**src/hw/mac_pkg.sv**
```systemverilog
// Package: offsets, field layout and timing of the algorithm config bank
// Summary of operation
// - Bit 30 enables speed detection before start-up; resets to 0.
// - Bit 29 enables braking; resets to 0.
// - Bit 28 enables the high-impedance coast state; resets to 0.
// - Bit 27 enables reverse drive; resets to 0.
// - Bit 26 enables resync to a spinning motor; resets to 0.
// - Bits 25-22 give resync minimum speed, 5% to 60%, then 70-100%.
// - Bit 21 picks brake FETs: 0 all high side, 1 all low side.
// - Bit 20: 0 exits brake on time, 1 on current threshold and time.
// - Bits 19-17 give brake current threshold, 0.0625 A to 5.0 A.
// - Bits 16-13 give brake time, 10 ms to 15 s.
// - Bits 12-9 give coast time on the same scale as brake time.
// - Bits 8-6 give stationary back-EMF level, 50 mV to 1500 mV.
// - Bits 5-2 give reverse hand-over speed, 2.5% to 100%.
// - Bits 1-0 give reversal open-loop current, 0.9375 A to 3.125 A.
package mac_pkg;
  // ----------------------------------------------------------------
  // Register map
  // ----------------------------------------------------------------
  localparam int         WORDS = 14;
  localparam logic [7:0] WORD_OFFSET [WORDS] = '{
    8'h80, 8'h82, 8'h84, 8'h86, 8'h88, 8'h8A, 8'h8C,
    8'h8E, 8'h94, 8'h96, 8'h98, 8'h9A, 8'h9C, 8'h9E};
  localparam logic [31:0] WORD_RESET = 32'h00000000;
  // ----------------------------------------------------------------
  // Speed-detect word fields
  // ----------------------------------------------------------------
  localparam int DETECT_BIT   = 30;
  localparam int BRAKE_BIT    = 29;
  localparam int COAST_BIT    = 28;
  localparam int REVERSE_BIT  = 27;
  localparam int RESYNC_BIT   = 26;
  localparam int RSPEED_LSB   = 22;
  localparam int FET_BIT      = 21;
  localparam int EXIT_BIT     = 20;
  localparam int BCUR_LSB     = 17;
  localparam int BTIME_LSB    = 13;
  localparam int CTIME_LSB    = 9;
  localparam int BEMF_LSB     = 6;
  localparam int RVSPEED_LSB  = 2;
  localparam int RVCUR_LSB    = 0;
  // ----------------------------------------------------------------
  // Timing
  // ----------------------------------------------------------------
  localparam int CLK_PERIOD_NS = 10;
  localparam int MS_NS         = 1000000;
  localparam int MS_CYCLES     = MS_NS / CLK_PERIOD_NS;
  localparam int DUR_W         = 14;
  typedef enum logic [1:0] {ST_IDLE, ST_BRAKE, ST_COAST} mac_phase_t;
endpackage : mac_pkg

```
**src/hw/mac_isd_decode.sv**
```systemverilog
// Module: code-to-unit translation of the speed-detect word fields
`timescale 1ns/1ns
module mac_isd_decode
  import mac_pkg::*;
(
  input  wire logic [31:0]      isdWord,
  output wire logic [9:0]       resyncMinSpeed,
  output wire logic [15:0]      brakeCurrentLimit,
  output wire logic [DUR_W-1:0] brakeDuration,
  output wire logic [DUR_W-1:0] coastDuration,
  output wire logic [10:0]      stationaryBemfLevel,
  output wire logic [9:0]       reversalOpenLoopSpeed,
  output wire logic [15:0]      reversalCurrentLimit
);
  // Percent in tenths, current in tenths of mA, time in ms, level in mV
  function automatic logic [DUR_W-1:0] timeMs(input logic [3:0] c);
    case (c)
      4'h0: timeMs = 14'd10;    4'h1: timeMs = 14'd50;
      4'h2: timeMs = 14'd100;   4'h3: timeMs = 14'd200;
      4'h4: timeMs = 14'd300;   4'h5: timeMs = 14'd400;
      4'h6: timeMs = 14'd500;   4'h7: timeMs = 14'd750;
      4'h8: timeMs = 14'd1000;  4'h9: timeMs = 14'd2000;
      4'hA: timeMs = 14'd3000;  4'hB: timeMs = 14'd4000;
      4'hC: timeMs = 14'd5000;  4'hD: timeMs = 14'd7500;
      4'hE: timeMs = 14'd10000; default: timeMs = 14'd15000;
    endcase
  endfunction : timeMs

  function automatic logic [9:0] rvSpeed(input logic [3:0] c);
    case (c)
      4'h0: rvSpeed = 10'd25;  4'h1: rvSpeed = 10'd50;
      4'h2: rvSpeed = 10'd75;  4'h3: rvSpeed = 10'd100;
      4'h4: rvSpeed = 10'd125; 4'h5: rvSpeed = 10'd150;
      4'h6: rvSpeed = 10'd200; 4'h7: rvSpeed = 10'd250;
      4'h8: rvSpeed = 10'd300; 4'h9: rvSpeed = 10'd400;
      4'hA: rvSpeed = 10'd500; 4'hB: rvSpeed = 10'd600;
      4'hC: rvSpeed = 10'd700; 4'hD: rvSpeed = 10'd800;
      4'hE: rvSpeed = 10'd900; default: rvSpeed = 10'd1000;
    endcase
  endfunction : rvSpeed

  function automatic logic [15:0] bCur(input logic [2:0] c);
    case (c)
      3'h0: bCur = 16'd625;   3'h1: bCur = 16'd1250;
      3'h2: bCur = 16'd1875;  3'h3: bCur = 16'd3125;
      3'h4: bCur = 16'd6250;  3'h5: bCur = 16'd12500;
      3'h6: bCur = 16'd25000; default: bCur = 16'd50000;
    endcase
  endfunction : bCur

  function automatic logic [10:0] bemf(input logic [2:0] c);
    case (c)
      3'h0: bemf = 11'd50;   3'h1: bemf = 11'd75;
      3'h2: bemf = 11'd100;  3'h3: bemf = 11'd250;
      3'h4: bemf = 11'd500;  3'h5: bemf = 11'd750;
      3'h6: bemf = 11'd1000; default: bemf = 11'd1500;
    endcase
  endfunction : bemf

  wire logic [3:0] rsCode = isdWord[RSPEED_LSB +: 4];
  wire logic [1:0] rcCode = isdWord[RVCUR_LSB +: 2];

  // Steps of 5% up to Bh, then 10% steps
  assign resyncMinSpeed = (rsCode <= 4'hB)
    ? 10'(({6'd0, rsCode} + 10'd1) * 10'd50)
    : 10'(({6'd0, rsCode} - 10'd5) * 10'd100);
  assign brakeCurrentLimit = bCur(isdWord[BCUR_LSB +: 3]);
  assign brakeDuration = timeMs(isdWord[BTIME_LSB +: 4]);
  assign coastDuration = timeMs(isdWord[CTIME_LSB +: 4]);
  assign stationaryBemfLevel = bemf(isdWord[BEMF_LSB +: 3]);
  assign reversalOpenLoopSpeed = rvSpeed(isdWord[RVSPEED_LSB +: 4]);
  assign reversalCurrentLimit = (rcCode == 2'h3) ? 16'd31250
    : 16'(16'd9375 + {14'd0, rcCode} * 16'd6250);
endmodule : mac_isd_decode

```
**src/hw/mac_ms_timer.sv**
```systemverilog
// Module: millisecond interval timer for brake and coast phases
`timescale 1ns/1ns
module mac_ms_timer
  import mac_pkg::*;
#(
  parameter int MS_CYC = MS_CYCLES
) (
  input  wire logic             clk_sys,
  input  wire logic             sys_rst,
  input  wire logic             start,
  input  wire logic             abort,
  input  wire logic [DUR_W-1:0] durMs,
  output logic                  running,
  output logic                  expired
);
  localparam int DW = (MS_CYC > 1) ? $clog2(MS_CYC) : 1;
  logic [DW-1:0]    div_q;
  logic [DUR_W-1:0] cnt_q;
  logic [DUR_W-1:0] dur_q;
  wire logic msTick  = running && (div_q == DW'(MS_CYC - 1));
  wire logic lastMs  = msTick && (cnt_q + 14'd1 == dur_q);

  always_ff @(posedge clk_sys) begin
    if (sys_rst || abort || start || msTick) begin
      div_q <= '0;
    end else if (running) begin
      div_q <= div_q + DW'(1);
    end
  end

  // Restart wins over a pending expiry so a new phase is never cut short
  always_ff @(posedge clk_sys) begin
    if (sys_rst) begin
      running <= 1'b0;
      expired <= 1'b0;
      cnt_q   <= '0;
      dur_q   <= '0;
    end else begin
      expired <= lastMs && !start && !abort;
      if (start) begin
        running <= 1'b1;
        cnt_q   <= '0;
        dur_q   <= durMs;
      end else if (abort || lastMs) begin
        running <= 1'b0;
      end else if (msTick) begin
        cnt_q <= cnt_q + 14'd1;
      end
    end
  end
endmodule : mac_ms_timer

```
**src/hw/mac_cfg_regs.sv**
```systemverilog
// Module: algorithm configuration register bank with brake/coast sequencer
`timescale 1ns/1ns
module mac_cfg_regs
  import mac_pkg::*;
#(
  parameter int MS_CYC = mac_pkg::MS_CYCLES
) (
  input  wire logic                      clk_sys,
  input  wire logic                      sys_rst,
  input  wire logic                      regWrEn,
  input  wire logic                      regRdEn,
  input  wire logic [7:0]                regAddr,
  input  wire logic [31:0]               regWrData,
  output logic      [31:0]               regRdData,
  output logic                           regRdValid,
  input  wire logic                      brakeReq,
  input  wire logic                      coastReq,
  input  wire logic [15:0]               brakeCurrent,
  output wire logic                      speedDetectOn,
  output wire logic                      brakeAllowed,
  output wire logic                      coastAllowed,
  output wire logic                      reverseDriveAllowed,
  output wire logic                      resyncAllowed,
  output wire logic                      brakeFetSelect,
  output wire logic                      brakeExitRule,
  output logic      [9:0]                resyncMinSpeed,
  output logic      [15:0]               brakeCurrentLimit,
  output logic      [mac_pkg::DUR_W-1:0] brakeDuration,
  output logic      [mac_pkg::DUR_W-1:0] coastDuration,
  output logic      [10:0]               stationaryBemfLevel,
  output logic      [9:0]                reversalOpenLoopSpeed,
  output logic      [15:0]               reversalCurrentLimit,
  output logic                           brakeHighOn,
  output logic                           brakeLowOn,
  output logic                           coastActive,
  output logic                           brakeDone,
  output logic                           coastDone
);
  // ----------------------------------------------------------------
  // Storage and address decode
  // ----------------------------------------------------------------
  logic [31:0]     word_q [WORDS];
  logic [WORDS-1:0] hit;
  logic [31:0]     rdMux;

  for (genvar i = 0; i < WORDS; i++) begin : g_word
    assign hit[i] = (regAddr == WORD_OFFSET[i]);
    // Whole word stored, reserved bit 31 included
    always_ff @(posedge clk_sys) begin
      if (sys_rst) begin
        word_q[i] <= WORD_RESET;
      end else if (regWrEn && hit[i]) begin
        word_q[i] <= regWrData;
      end
    end
  end

  wire logic        anyHit  = |hit;
  wire logic        wrIsd   = regWrEn && hit[0];
  wire logic [31:0] isdWord = word_q[0];

  always_comb begin
    rdMux = '0;
    for (int i = 0; i < WORDS; i++) begin
      if (hit[i]) begin
        rdMux = word_q[i];
      end
    end
  end

  // ----------------------------------------------------------------
  // Read port
  // ----------------------------------------------------------------
  // Offsets outside the map hold nothing: writes drop, reads give zero
  always_ff @(posedge clk_sys) begin
    if (sys_rst) begin
      regRdData  <= '0;
      regRdValid <= 1'b0;
    end else begin
      regRdValid <= regRdEn;
      if (regRdEn) begin
        regRdData <= anyHit ? rdMux : 32'h00000000;
      end
    end
  end

  // ----------------------------------------------------------------
  // Enable bits, straight from the stored word
  // ----------------------------------------------------------------
  assign speedDetectOn       = isdWord[DETECT_BIT];
  assign brakeAllowed        = isdWord[BRAKE_BIT];
  assign coastAllowed        = isdWord[COAST_BIT];
  assign reverseDriveAllowed = isdWord[REVERSE_BIT];
  assign resyncAllowed       = isdWord[RESYNC_BIT];
  assign brakeFetSelect      = isdWord[FET_BIT];
  assign brakeExitRule       = isdWord[EXIT_BIT];

  // ----------------------------------------------------------------
  // Decoded field values
  // ----------------------------------------------------------------
  logic [9:0]       rsSpeedD;
  logic [15:0]      bCurD;
  logic [DUR_W-1:0] bTimeD;
  logic [DUR_W-1:0] cTimeD;
  logic [10:0]      bemfD;
  logic [9:0]       rvSpeedD;
  logic [15:0]      rvCurD;

  mac_isd_decode u_decode (
    .isdWord               (isdWord),
    .resyncMinSpeed        (rsSpeedD),
    .brakeCurrentLimit     (bCurD),
    .brakeDuration         (bTimeD),
    .coastDuration         (cTimeD),
    .stationaryBemfLevel   (bemfD),
    .reversalOpenLoopSpeed (rvSpeedD),
    .reversalCurrentLimit  (rvCurD)
  );

  // One cycle behind the stored word so every output is a flop
  always_ff @(posedge clk_sys) begin
    if (sys_rst) begin
      resyncMinSpeed        <= '0;
      brakeCurrentLimit     <= '0;
      brakeDuration         <= '0;
      coastDuration         <= '0;
      stationaryBemfLevel   <= '0;
      reversalOpenLoopSpeed <= '0;
      reversalCurrentLimit  <= '0;
    end else begin
      resyncMinSpeed        <= rsSpeedD;
      brakeCurrentLimit     <= bCurD;
      brakeDuration         <= bTimeD;
      coastDuration         <= cTimeD;
      stationaryBemfLevel   <= bemfD;
      reversalOpenLoopSpeed <= rvSpeedD;
      reversalCurrentLimit  <= rvCurD;
    end
  end

  // ----------------------------------------------------------------
  // Brake / coast sequencer
  // ----------------------------------------------------------------
  mac_phase_t state_q;
  mac_phase_t state_d;
  logic       tmrRun;
  logic       tmrExpired;

  wire logic inIdle   = (state_q == ST_IDLE);
  wire logic inBrake  = (state_q == ST_BRAKE);
  wire logic inCoast  = (state_q == ST_COAST);
  // Decoded from the stored word, not the output flops, so a request in
  // the cycle after a write already brakes with the new settings
  wire logic curBelow = (brakeCurrent < bCurD);
  // Current can only end a brake early; the timer is always the backstop
  wire logic brakeExit = tmrExpired || (brakeExitRule && curBelow);
  wire logic goBrake  = inIdle && brakeReq && brakeAllowed;
  wire logic goCoast  = inIdle && !brakeReq && coastReq && coastAllowed;
  wire logic tmrStart = goBrake || goCoast;
  wire logic tmrAbort = inBrake && brakeExit;
  wire logic [DUR_W-1:0] tmrDur = goBrake ? bTimeD : cTimeD;

  mac_ms_timer #(
    .MS_CYC (MS_CYC)
  ) u_timer (
    .clk_sys (clk_sys),
    .sys_rst (sys_rst),
    .start   (tmrStart),
    .abort   (tmrAbort),
    .durMs   (tmrDur),
    .running (tmrRun),
    .expired (tmrExpired)
  );

  always_comb begin
    state_d = state_q;
    case (state_q)
      ST_IDLE: begin
        if (goBrake) begin
          state_d = ST_BRAKE;
        end else if (goCoast) begin
          state_d = ST_COAST;
        end
      end
      ST_BRAKE: begin
        if (brakeExit) begin
          state_d = ST_IDLE;
        end
      end
      ST_COAST: begin
        if (tmrExpired) begin
          state_d = ST_IDLE;
        end
      end
      default: state_d = ST_IDLE;
    endcase
  end

  // A refused request still answers with its done pulse
  wire logic brakeDoneD = (inIdle && brakeReq && !brakeAllowed)
                       || (inBrake && brakeExit);
  wire logic coastDoneD = (inIdle && !brakeReq && coastReq && !coastAllowed)
                       || (inCoast && tmrExpired);

  always_ff @(posedge clk_sys) begin
    if (sys_rst) begin
      state_q     <= ST_IDLE;
      brakeHighOn <= 1'b0;
      brakeLowOn  <= 1'b0;
      coastActive <= 1'b0;
      brakeDone   <= 1'b0;
      coastDone   <= 1'b0;
    end else begin
      state_q     <= state_d;
      brakeHighOn <= (state_d == ST_BRAKE) && !brakeFetSelect;
      brakeLowOn  <= (state_d == ST_BRAKE) && brakeFetSelect;
      coastActive <= (state_d == ST_COAST);
      brakeDone   <= brakeDoneD;
      coastDone   <= coastDoneD;
    end
  end
endmodule : mac_cfg_regs

```
**config.mk**
```make
export PLATFORM = sky130hd
export DESIGN_NAME = mac_cfg_regs
export DESIGN_NICKNAME = d
export VERILOG_FILES = /design/src/hw/mac_pkg.sv /design/src/hw/mac_isd_decode.sv /design/src/hw/mac_ms_timer.sv /design/src/hw/mac_cfg_regs.sv
export SDC_FILE = /design/constraint.sdc
export NUM_CORES = 1
export LEC_CHECK = 0
export ABC_AREA = 0
export BUFFER_PORTS_ARGS = -buffer_cell sky130_fd_sc_hd__buf_2
export CORE_MARGIN = 3
export CORE_UTILIZATION = 60
export DETAILED_ROUTE_END_ITERATION = 6
export HOLD_SLACK_MARGIN = 0.15
export PLACE_DENSITY = 0.79
export SYNTH_ARGS = -nofsm -noshare
export SYNTH_HDL_FRONTEND = slang
export SYNTH_SLANG_ARGS = --single-unit
```
**constraint.sdc**
```tcl
create_clock -name clk_sys -period 6.58 [get_ports clk_sys]
set_input_delay 1.316 -clock clk_sys [delete_from_list [all_inputs] [get_ports clk_sys]]
set_output_delay 1.316 -clock clk_sys [all_outputs]
set_load 0.005 [all_outputs]
```
==> impl_results.md, run 1 <==
* Final hold viol count at 0
* Status: finished, final reports clean
* Number of enable flip-flop cells after synthesis at 448
* Unrepaired setup endpoints after global routing: no
* Share of cells above drive strength 1 at 0.1424
* ANT nets after route at 0
* CTS H-tree depth at 3
* Achievable Freq at 238.2 MHz
* Initial Utilization at 0.6103
* Clock sinks at 619
* Arr. time, crit path at 4.64 ns
* Worst Hold Class: register to register
* Hold bufs inserted after CTS at 0
* Final setup viols at 0
* XOR/XNOR Fraction of Synth Area at 0.01764
* Total Wirelength at 76.14 mm
* Pin count of the biggest net entering global routing at 89
* Utilization after layout at 0.6854
* Crit. Startpoint: word_q[0][18]
* Largest family of logic cells by synthesized area: simple AND/OR/NAND/NOR gates
* Max Root-Sink Buffers at 3
* Overall Global Routing Usage at 0.2992
* CP endpoint: u_timer.div_q[6]
* Crit path time final at 4.198 ns
* Clock skew at 0.01650 ns
* Post-route DRC at 0
* Cell variety after synth at 80
* Nets@finish at 2766
* Post-Synthesis Cells at 2527
* Setup bufs post-CTS at 0
* Antenna violations before repair at 4
* Final Cycle Share at 0.6379
* Ys async rst share at 0
* Commonest non-fill, non-tap cell in the layout: and2_1
* CTS tree: yes
* Post-route insts no fill at 3299
* Die ar. at 0.05031 mm^2
* Root Buffer: clkbuf_16
* Hold WS at 0.4588 ns
* Max_slew headroom at 0.1850
* Die Y at 224.3 um
* Compound-Gate Fraction of Synth Area at 0.1136
* # resized after CTS at 0
* Post-Syn Area at 0.02859 mm^2
* R2R cell count at 11
* Setup TNS at 0 ns
* WL per Instance at 23.08 um
* Vias per inst at 6.268
* Pwr/cell area at 270.8 mW/mm^2
* GRT overflow at 0
* Pleak at 0.01220 uW
* Area grow syn2layout at 12.31%
* WP data required at 7.02 ns
* Ports at 198
* # Max-Cap Violations at 0
* Row count at 79
* Vias in the first global route at 20.30k
* Worst skew pair latency at 0.60 ns
* Drt initial violations at 2545
* Sequential share of the synthesized area at 0.5902
* Register bit total from synthesis at 619
* Final Wtd Congestion at 0.9271
* Hpwl dp at 49.69 mm
* Critical Path Source Type: register
* Placed cells at 3177
* Commonest non-fill, non-tap cells in the layout: and2_1 (456), edfxtp_1 (448), nor2_1 (238)
* CP endpoint kind: register
* DR pass1 iterations at 6
* Setup CP Type: register to register
* Warnings from Yosys at 0
* I/O Buffers at 194
* Worst-margin pin slew at 1.213 ns
* Max-slew violation count at 0
* Crit path max fanout at 17
* Main flop type after synthesis: edfxtp_1
* Worst flop-to-flop path startpoint: word_q[0][18]
* Register clock-pin slew on the reported worst setup and hold paths at 0.06 ns
* Via count at 20.68k
* Synth Area in Adders at 0.02906
* First-pass GRT wire length at 116.8 mm
* FF-to-FF setup slack at 2.38 ns
* Syn_area_per_cell at 11.31 um^2
* Core Area at 0.04685 mm^2
* Die Width at 224.3 um
* Multiplexer share of the synthesized area at 0.02109
* Worst vdd ir at 0.2473 mV
* TritonCTS Buffers at 67
* Synth Area in Simple Gates at 0.1942
* R2r endpoint: u_timer.div_q[6]
-- how the worst min path moves through the flow --
stage          slack [ns]          start             to  depth (start not counted)
2_1_floorplan        0.45  regRdData[18]  regRdData[18]                          2
3_3_place_gp         0.44  regRdData[23]  regRdData[23]                          1
3_5_place_dp         0.44  regRdData[29]  regRdData[29]                          1
4_1_cts              0.46  regRdData[29]  regRdData[29]                          1
5_1_grt              0.48  regRdData[29]  regRdData[29]                          1
6_report             0.46  regRdData[29]  regRdData[29]                          1
-- power breakdown --
| group | internal (uW) | switching (uW) |
|---|---|---|
| logic | 201 | 377 |
| clock network | 2140 | 1510 |
| registers | 4360 | 99.8 |
| total | 6700 | 1990 |
-- kinds of logic (layout without fill, tap and decap cells) --
group	Yosys count	after routing
and+or+nand+nor	1024	1024
DFF	619	619
AOI/OAI and AO/OA	466	466
buffers and inverters	244	405
adders and majority gates	66	66
xor gates and xnor gates	56	56
muxes	51	51
other	1	5
-- sequential cells by signal, summed over array words and instances (netlist names) --
name / cells
brakeLowOn: 1
resyncMinSpeed: 9
word_q: 448
state_q: 2
brakeCurrentLimit: 16
reversalOpenLoopSpeed: 10
u_timer.div_q: 17
brakeDone: 1
brakeDuration: 13
coastDone: 1
u_timer.cnt_q: 14
regRdData: 32
stationaryBemfLevel: 11
coastActive: 1
regRdValid: 1
u_timer.dur_q: 13
u_timer.running: 1
u_timer.expired: 1
coastDuration: 13
reversalCurrentLimit: 13
brakeHighOn: 1
-- critical path, stage by stage, from the launching register on --
cell      delay, ns
edfxtp_1       0.75
nor2b_1        0.19
o21ai_0        0.36
ha_1           0.32
a21o_1         0.17
a21o_1         0.18
maj3_1         0.35
o31ai_1        0.69
nand3b_1       0.16
buf_4          0.24
nand3_1        0.51
nor2_1         0.12
-- layer usage --
metal  global-route usage  up-vias  share of wire
met4               0.1048        0          0.032
met3              0.05312      169          0.097
met5                    0        -              0
met1               0.4061    10060           0.40
met2               0.4921     1129           0.48
li1                     -     9326              -
-- per-stage QoR --
| step | instance area (um^2) | total power [uW] | setup slack (ns) |
|---|---|---|---|
| 2_1_floorplan | 28600 | 4871 | 2.611 |
| 4_1_cts | 32110 | 8707 | 2.346 |
| 6_report | 32110 | 8694 | 2.382 |
| 3_5_place_dp | 29970 | 5113 | 2.026 |
| 5_1_grt | 32110 | 8933 | 2.006 |
| 3_3_place_gp | 29970 | 5089 | 2.109 |
-- Yosys cell counts (40+ instances only) --
master / n / area [um^2]
o21ai_0: 67 / 335.3
nor2_1: 240 / 900.9
nor3_1: 59 / 295.3
mux2i_1: 40 / 400.4
a21oi_1: 100 / 500.5
a221oi_1: 58 / 508.0
ha_1: 64 / 800.8
edfxtp_1: 448 / 13450
dfxtp_1: 171 / 3423
nand2_1: 101 / 379.1
and2_1: 456 / 2853
clkbuf_1: 161 / 604.3
o22ai_1: 54 / 337.8
-- final cells by class --
type	count	area (um^2)
antenna	2	5.005
clock buffer	100	1954
clock inverter	20	181.4
fill	3413	14740
inverter	39	146.4
multi-input combinational	1666	10820
sequential	619	16880
tap	607	759.5
timing repair buffer	246	1364
(Power assumes the default switching activity.)
==> inputs of run 2 (changes only) <==
==> constraint.sdc (replaced) <==
create_clock -name clk_sys -period 4.1 [get_ports clk_sys]
set_input_delay 0.82 -clock clk_sys [delete_from_list [all_inputs] [get_ports clk_sys]]
set_output_delay 0.82 -clock clk_sys [all_outputs]
set_load 0.005 [all_outputs]
==> impl_results.md, run 2 (synthesis results as in run 1) <==
* WP data required at 4.62 ns (-2.40 ns)
* Setup CP Type: register to register
* Post-route DRC at 0 (unchanged)
* Register clock-pin slew on the reported worst setup and hold paths at 0.06 ns (about the same)
* Overall Global Routing Usage at 0.3065 (+0.007310)
* R2R cell count at 12 (+1)
* DR pass1 iterations at 5 (-1)
* CTS H-tree depth at 3 (unchanged)
* Max_slew headroom at 0.2420 (+0.05703)
* R2r endpoint: u_timer.cnt_q[13]
* Total Wirelength at 78.63 mm (+3.3%)
* Pleak at 0.01235 uW (+1.2%)
* Unrepaired setup endpoints after global routing: no
* Most flops, register: word_q
* Fill cells at 3431 (+0.53%)
* Worst flop-to-flop path startpoint: word_q[0][18]
* Crit path max fanout at 16 (-1)
* Achievable Freq at 278.8 MHz (+17%)
* Worst vdd ir at 0.3782 mV (+53%)
* Arr. time, crit path at 4.10 ns (-0.54 ns)
* Nets@finish at 2785 (+0.69%)
* Die ar. at 0.05031 mm^2 (unchanged)
* FF-to-FF setup slack at 0.51 ns (-1.87 ns)
* Clock skew at 0.01381 ns (-0.002693 ns)
* Core Area at 0.04685 mm^2 (unchanged)
* Final Cycle Share at 0.8748 (+0.2369)
* Via count at 21.02k (+1.6%)
* Utilization after layout at 0.6903 (+0.004914)
* Setup TNS at 0 ns (unchanged)
* Final setup viols at 0 (unchanged)
* Post-route insts no fill at 3317 (+0.55%)
* Setup bufs post-CTS at 0 (unchanged)
* Hpwl dp at 51.41 mm (+3.5%)
* Antenna violations before repair at 4 (unchanged)
* Vias in the first global route at 20.25k (-0.25%)
* CTS tree: yes
* Hold WS at 0.4548 ns (-0.003962 ns)
* Die Width at 224.3 um (unchanged)
* Commonest non-fill, non-tap cell in the layout: and2_1
* Worst skew pair latency at 0.60 ns (about the same)
* Largest registers: word_q x448, regRdData x32, u_timer.div_q x17
* Vias per inst at 6.337 (+1.1%)
* Worst-margin pin slew at 1.133 ns (-0.08062 ns)
* Row count at 79 (unchanged)
* Hold_sp: regRdData[29]
* Max Root-Sink Buffers at 3 (unchanged)
* Max FFs per register at 448 (unchanged)
* Reg area at 0.01688 mm^2 (unchanged)
* Multi-input gate area at 0.01082 mm^2 (about the same)
* Final Wtd Congestion at 0.9092 (-1.9%)
* Hold bufs inserted after CTS at 0 (unchanged)
* Pwr/cell area at 432.9 mW/mm^2 (+60%)
* Crit path time final at 3.587 ns (-0.6108 ns)
* Status: finished, final reports clean
* ANT nets after route at 0 (unchanged)
* Area grow syn2layout at 13.11%
* I/O Buffers at 194 (unchanged)
* Clock sinks at 619 (unchanged)
* Critical Path Source Type: register
* Worst Hold Class: register to register
* Drt initial violations at 2591 (+1.8%)
* Commonest non-fill, non-tap cells in the layout: and2_1 (456), edfxtp_1 (448), nor2_1 (238)
* Total Power at 14000 uW (+61%)
* CP endpoint kind: register
* Ports at 198 (unchanged)
* Die Y at 224.3 um (unchanged)
* Root Buffer: clkbuf_16
* TritonCTS Buffers at 66 (-1.5%)
* Endpoint, Worst Hold: regRdData[29]
* GRT overflow at 0 (unchanged)
* Max-slew violation count at 0 (unchanged)
* Share of cells above drive strength 1 at 0.1480 (+0.005646)
* Worst Hold Depth at 1 (unchanged)
* # resized after CTS at 0 (unchanged)
* WL per Instance at 23.71 um (+2.7%)
* Pin count of the biggest net entering global routing at 64 (-28%)
* Initial Utilization at 0.6103 (unchanged)
* # Max-Cap Violations at 0 (unchanged)
* Final hold viol count at 0 (unchanged)
* First-pass GRT wire length at 118.7 mm (+1.7%)
* Placed cells at 3197 (+0.63%)
-- run 2: cell types whose count changed in the layout (fill, tap and decap cells not counted), sizes merged --
cell      delta
buf         +20
clkbuf       -7
clkinv      +10
clkinvlp     -5
diode        -1
inv          +1
-- run 2: stage by stage --
stage / area [um^2] / worst slack, ns
floorplan: 28600 / 0.6271
CTS: 32340 / 0.5116
finish: 32340 / 0.5132
global route: 32340 / 0.2879
detailed placement: 30210 / 0.4070
global placement: 30210 / 0.4957
-- run 2: worst max-delay path, stage by stage, from the launching register on --
cell,delay (ns)
edfxtp_1,0.63
nor2b_1,0.33
o21ai_0,0.19
ha_1,0.35
a21o_1,0.18
a21o_1,0.18
maj3_1,0.35
o31ai_1,0.26
buf_4,0.19
nand3b_1,0.24
buf_4,0.29
nand4_1,0.11
mux2i_1,0.23
-- run 2: cell type report --
cell class,instances,share of cell area
Antenna cell,1,0.00007738
Clock buffer,93,0.06035
Clock inverter,26,0.005571
Inverter,39,0.004526
Multi-Input combinational cell,1666,0.3346
Sequential cell,619,0.5218
Tap cell,607,0.02348
Timing Repair Buffer,266,0.04952
-- run 2: power breakdown --
group,internal [uW],total [uW],switching [uW]
logic,339,954,614
registers,7000,7160,160
clock network,3450,5880,2440
total,10800,14000,3210
-- run 2: how the worst max path moves through the flow --
stage                   from           endpoint  slack, ns
2_1_floorplan     regAddr[0]      word_q[1][32]       0.63
3_3_place_gp      regAddr[0]       regRdData[7]       0.50
3_5_place_dp      regAddr[0]     word_q[0][175]       0.41
4_1_cts        word_q[0][18]   u_timer.cnt_q[1]       0.51
5_1_grt        word_q[0][18]   u_timer.cnt_q[1]       0.29
6_report       word_q[0][18]  u_timer.cnt_q[13]       0.51
-- run 2: layer usage --
| metal | track usage | share of wire | vias to the layer above |
|---|---|---|---|
| li1 | - | - | 9352 |
| met1 | 0.4206 | 0.39 | 10280 |
| met2 | 0.4930 | 0.47 | 1200 |
| met3 | 0.06226 | 0.10 | 192 |
| met4 | 0.1070 | 0.029 | 0 |
| met5 | 0 | 0 | - |
==> inputs of run 3 (changes only) <==
==> constraint.sdc (replaced) <==
create_clock -name clk_sys -period 3.32 [get_ports clk_sys]
set_input_delay 0.664 -clock clk_sys [delete_from_list [all_inputs] [get_ports clk_sys]]
set_output_delay 0.664 -clock clk_sys [all_outputs]
set_load 0.005 [all_outputs]
==> impl_results.md, run 3 (synthesis results as in run 1) <==
* Pwr/cell area at 515.7 mW/mm^2 (+19%)
* Cell Area, Placed at 0.03054 mm^2 (+1.1%)
* TritonCTS Buffers at 61 (-7.6%)
* Max Root-Sink Buffers at 3 (unchanged)
* Finished Cell Area at 0.03251 mm^2 (+0.52%)
* Vias per inst at 6.266 (-1.1%)
* Post-route insts no fill at 3338 (+0.63%)
* First-pass GRT wire length at 118.3 mm (-0.40%)
* Die ar. at 0.05031 mm^2 (unchanged)
* Worst skew pair latency at 0.66 ns (+0.06 ns)
* Max-slew violation count at 0 (unchanged)
* Commonest non-fill, non-tap cell in the layout: and2_1
* Hold bufs inserted after CTS at 0 (unchanged)
* Crit path max fanout at 6 (-10)
* Setup CP Type: register to register
* WP data required at 3.87 ns (-0.75 ns)
* Area grow syn2layout at 13.70%
* Status: finished, final reports clean
* Hold WS at 0.4505 ns (-0.004272 ns)
* CP endpoint kind: register
* Antenna violations before repair at 7 (+3)
* Initial Utilization at 0.6103 (unchanged)
* Critical Path Source Type: register
* Via count at 20.92k (-0.49%)
* Final Cycle Share at 0.9755 (+0.1007)
* # Max-Cap Violations at 0 (unchanged)
* ANT nets after route at 0 (unchanged)
* Drt initial violations at 2577 (-0.54%)
* GRT overflow at 0 (unchanged)
* Most flops, register: word_q
* Final hold viol count at 0 (unchanged)
* Post-place setup slack at 0.005025 ns (-0.4020 ns)
* Final WS setup at 0.08135 ns (-0.4318 ns)
* Post-route DRC at 0 (unchanged)
* CP peak stage delay at 0.42 ns (-0.21 ns)
* Arr. time, crit path at 3.79 ns (-0.31 ns)
* Clock skew at 0.03291 ns (+0.01910 ns)
* Share of cells above drive strength 1 at 0.1533 (+0.005257)
* Worst Hold Class: input pin to register
* Placed cells at 3220 (+0.72%)
* Worst vdd ir at 0.4471 mV (+18%)
* DR pass1 iterations at 6 (+1)
* I/O Buffers at 194 (unchanged)
* Crit-path cells: nor2b_2, o21ai_0, ha_1, a21o_1, a21o_1, maj3_1, o31ai_4, buf_4, nand3b_1, buf_4, nand4b_1, mux2i_1
* Pin count of the biggest net entering global routing at 115 (+80%)
* Critical path's top delay family: compound AO/OA/AOI/OAI gates
* Total Wirelength at 77.04 mm (-2.0%)
* Achievable Freq at 308.8 MHz (+11%)
* Row count at 79 (unchanged)
* Final Wtd Congestion at 0.8726 (-4.0%)
* Worst-margin pin slew at 0.6967 ns (-0.4361 ns)
* CTS tree: yes
* Ports at 198 (unchanged)
* Hpwl dp at 51.30 mm (-0.20%)
* Final setup viols at 0 (unchanged)
* Core Area at 0.04685 mm^2 (unchanged)
* Clock sinks at 619 (unchanged)
* Unrepaired setup endpoints after global routing: no
* Root Buffer: clkbuf_16
* Max FFs per register at 448 (unchanged)
* Overall Global Routing Usage at 0.3022 (-0.004358)
* Die Width at 224.3 um (unchanged)
* Register clock-pin slew on the reported worst setup and hold paths at 0.06 ns (about the same)
* Pleak at 0.01240 uW (+0.41%)
* Crit path time final at 3.239 ns (-0.3482 ns)
* Nets@finish at 2803 (+0.65%)
* Max_slew headroom at 0.5355 (+0.2935)
* Total Power at 16770 uW (+20%)
* Vias in the first global route at 20.27k (+0.064%)
* Die Y at 224.3 um (unchanged)
* Worst Path Buf+Inv at 2 (unchanged)
* Largest registers: word_q x448, regRdData x32, u_timer.div_q x17
* WL per Instance at 23.08 um (-2.6%)
* Crit-path slowest cell: edfxtp_1
* CTS H-tree depth at 2 (-1)
* Commonest non-fill, non-tap cells in the layout: and2_1 (456), edfxtp_1 (448), nor2_1 (238)
-- run 3: worst paths after layout --
kind,endpoint,start,slack [ns],cells after the start
worst min-delay path,regRdData[16],sys_rst,0.45,2
worst min register to register,regRdData[23],regRdData[23],0.46,1
worst max-delay path,u_timer.cnt_q[4],word_q[0][17],0.08,12
worst max register to register,u_timer.cnt_q[4],word_q[0][17],0.08,12
-- run 3: area by class of cell --
cell class | instances | area (um^2)
flip-flops and latches | 619 | 16880
fillers | 3413 | 14340
multi-input cells | 1666 | 10850
repair buffers | 289 | 1937
clock buffers | 86 | 1670
well taps | 607 | 759.5
clock inverters | 28 | 261.5
inverters | 39 | 146.4
diodes | 4 | 10.01
-- run 3: routing by layer --
layer,wire length (um),global-route usage,part of all wire
met4,2626,0.1146,0.034
met5,26,0,0.00034
met2,35700,0.4768,0.46
met1,31290,0.4217,0.41
met3,7391,0.05717,0.096
-- run 3: worst register-to-register path, stage by stage (launching register included) --
cell and delay (ns):
edfxtp_1 0.42, nor2b_2 0.20, o21ai_0 0.27, ha_1 0.32, a21o_1 0.19, a21o_1 0.18
maj3_1 0.39, o31ai_4 0.32, buf_4 0.17, nand3b_1 0.15, buf_4 0.22, nand4b_1 0.11
mux2i_1 0.22
-- run 3: metrics by stage --
stage               utilization  setup TNS, ns
finish                   0.6939              0
global route             0.6939              0
CTS                      0.6932              0
detailed placement       0.6519              0
global placement         0.6519      -0.003714
floorplan                     -              0
-- run 3: power by group --
group | switching (uW) | internal, uW | leakage, uW | total, uW
clock network | 2960 | 3740 | 0.000924 | 6700
logic | 771 | 455 | 0.00582 | 1230
registers | 194 | 8640 | 0.00565 | 8840
total | 3930 | 12800 | 0.0124 | 16800
-- run 3: what timing repair did --
action	in CTS	in global routing
buffers inserted	0	0
gates resized for setup	1	4
hold endpoints to repair	0	0
endpoints found under the setup margin	9	12
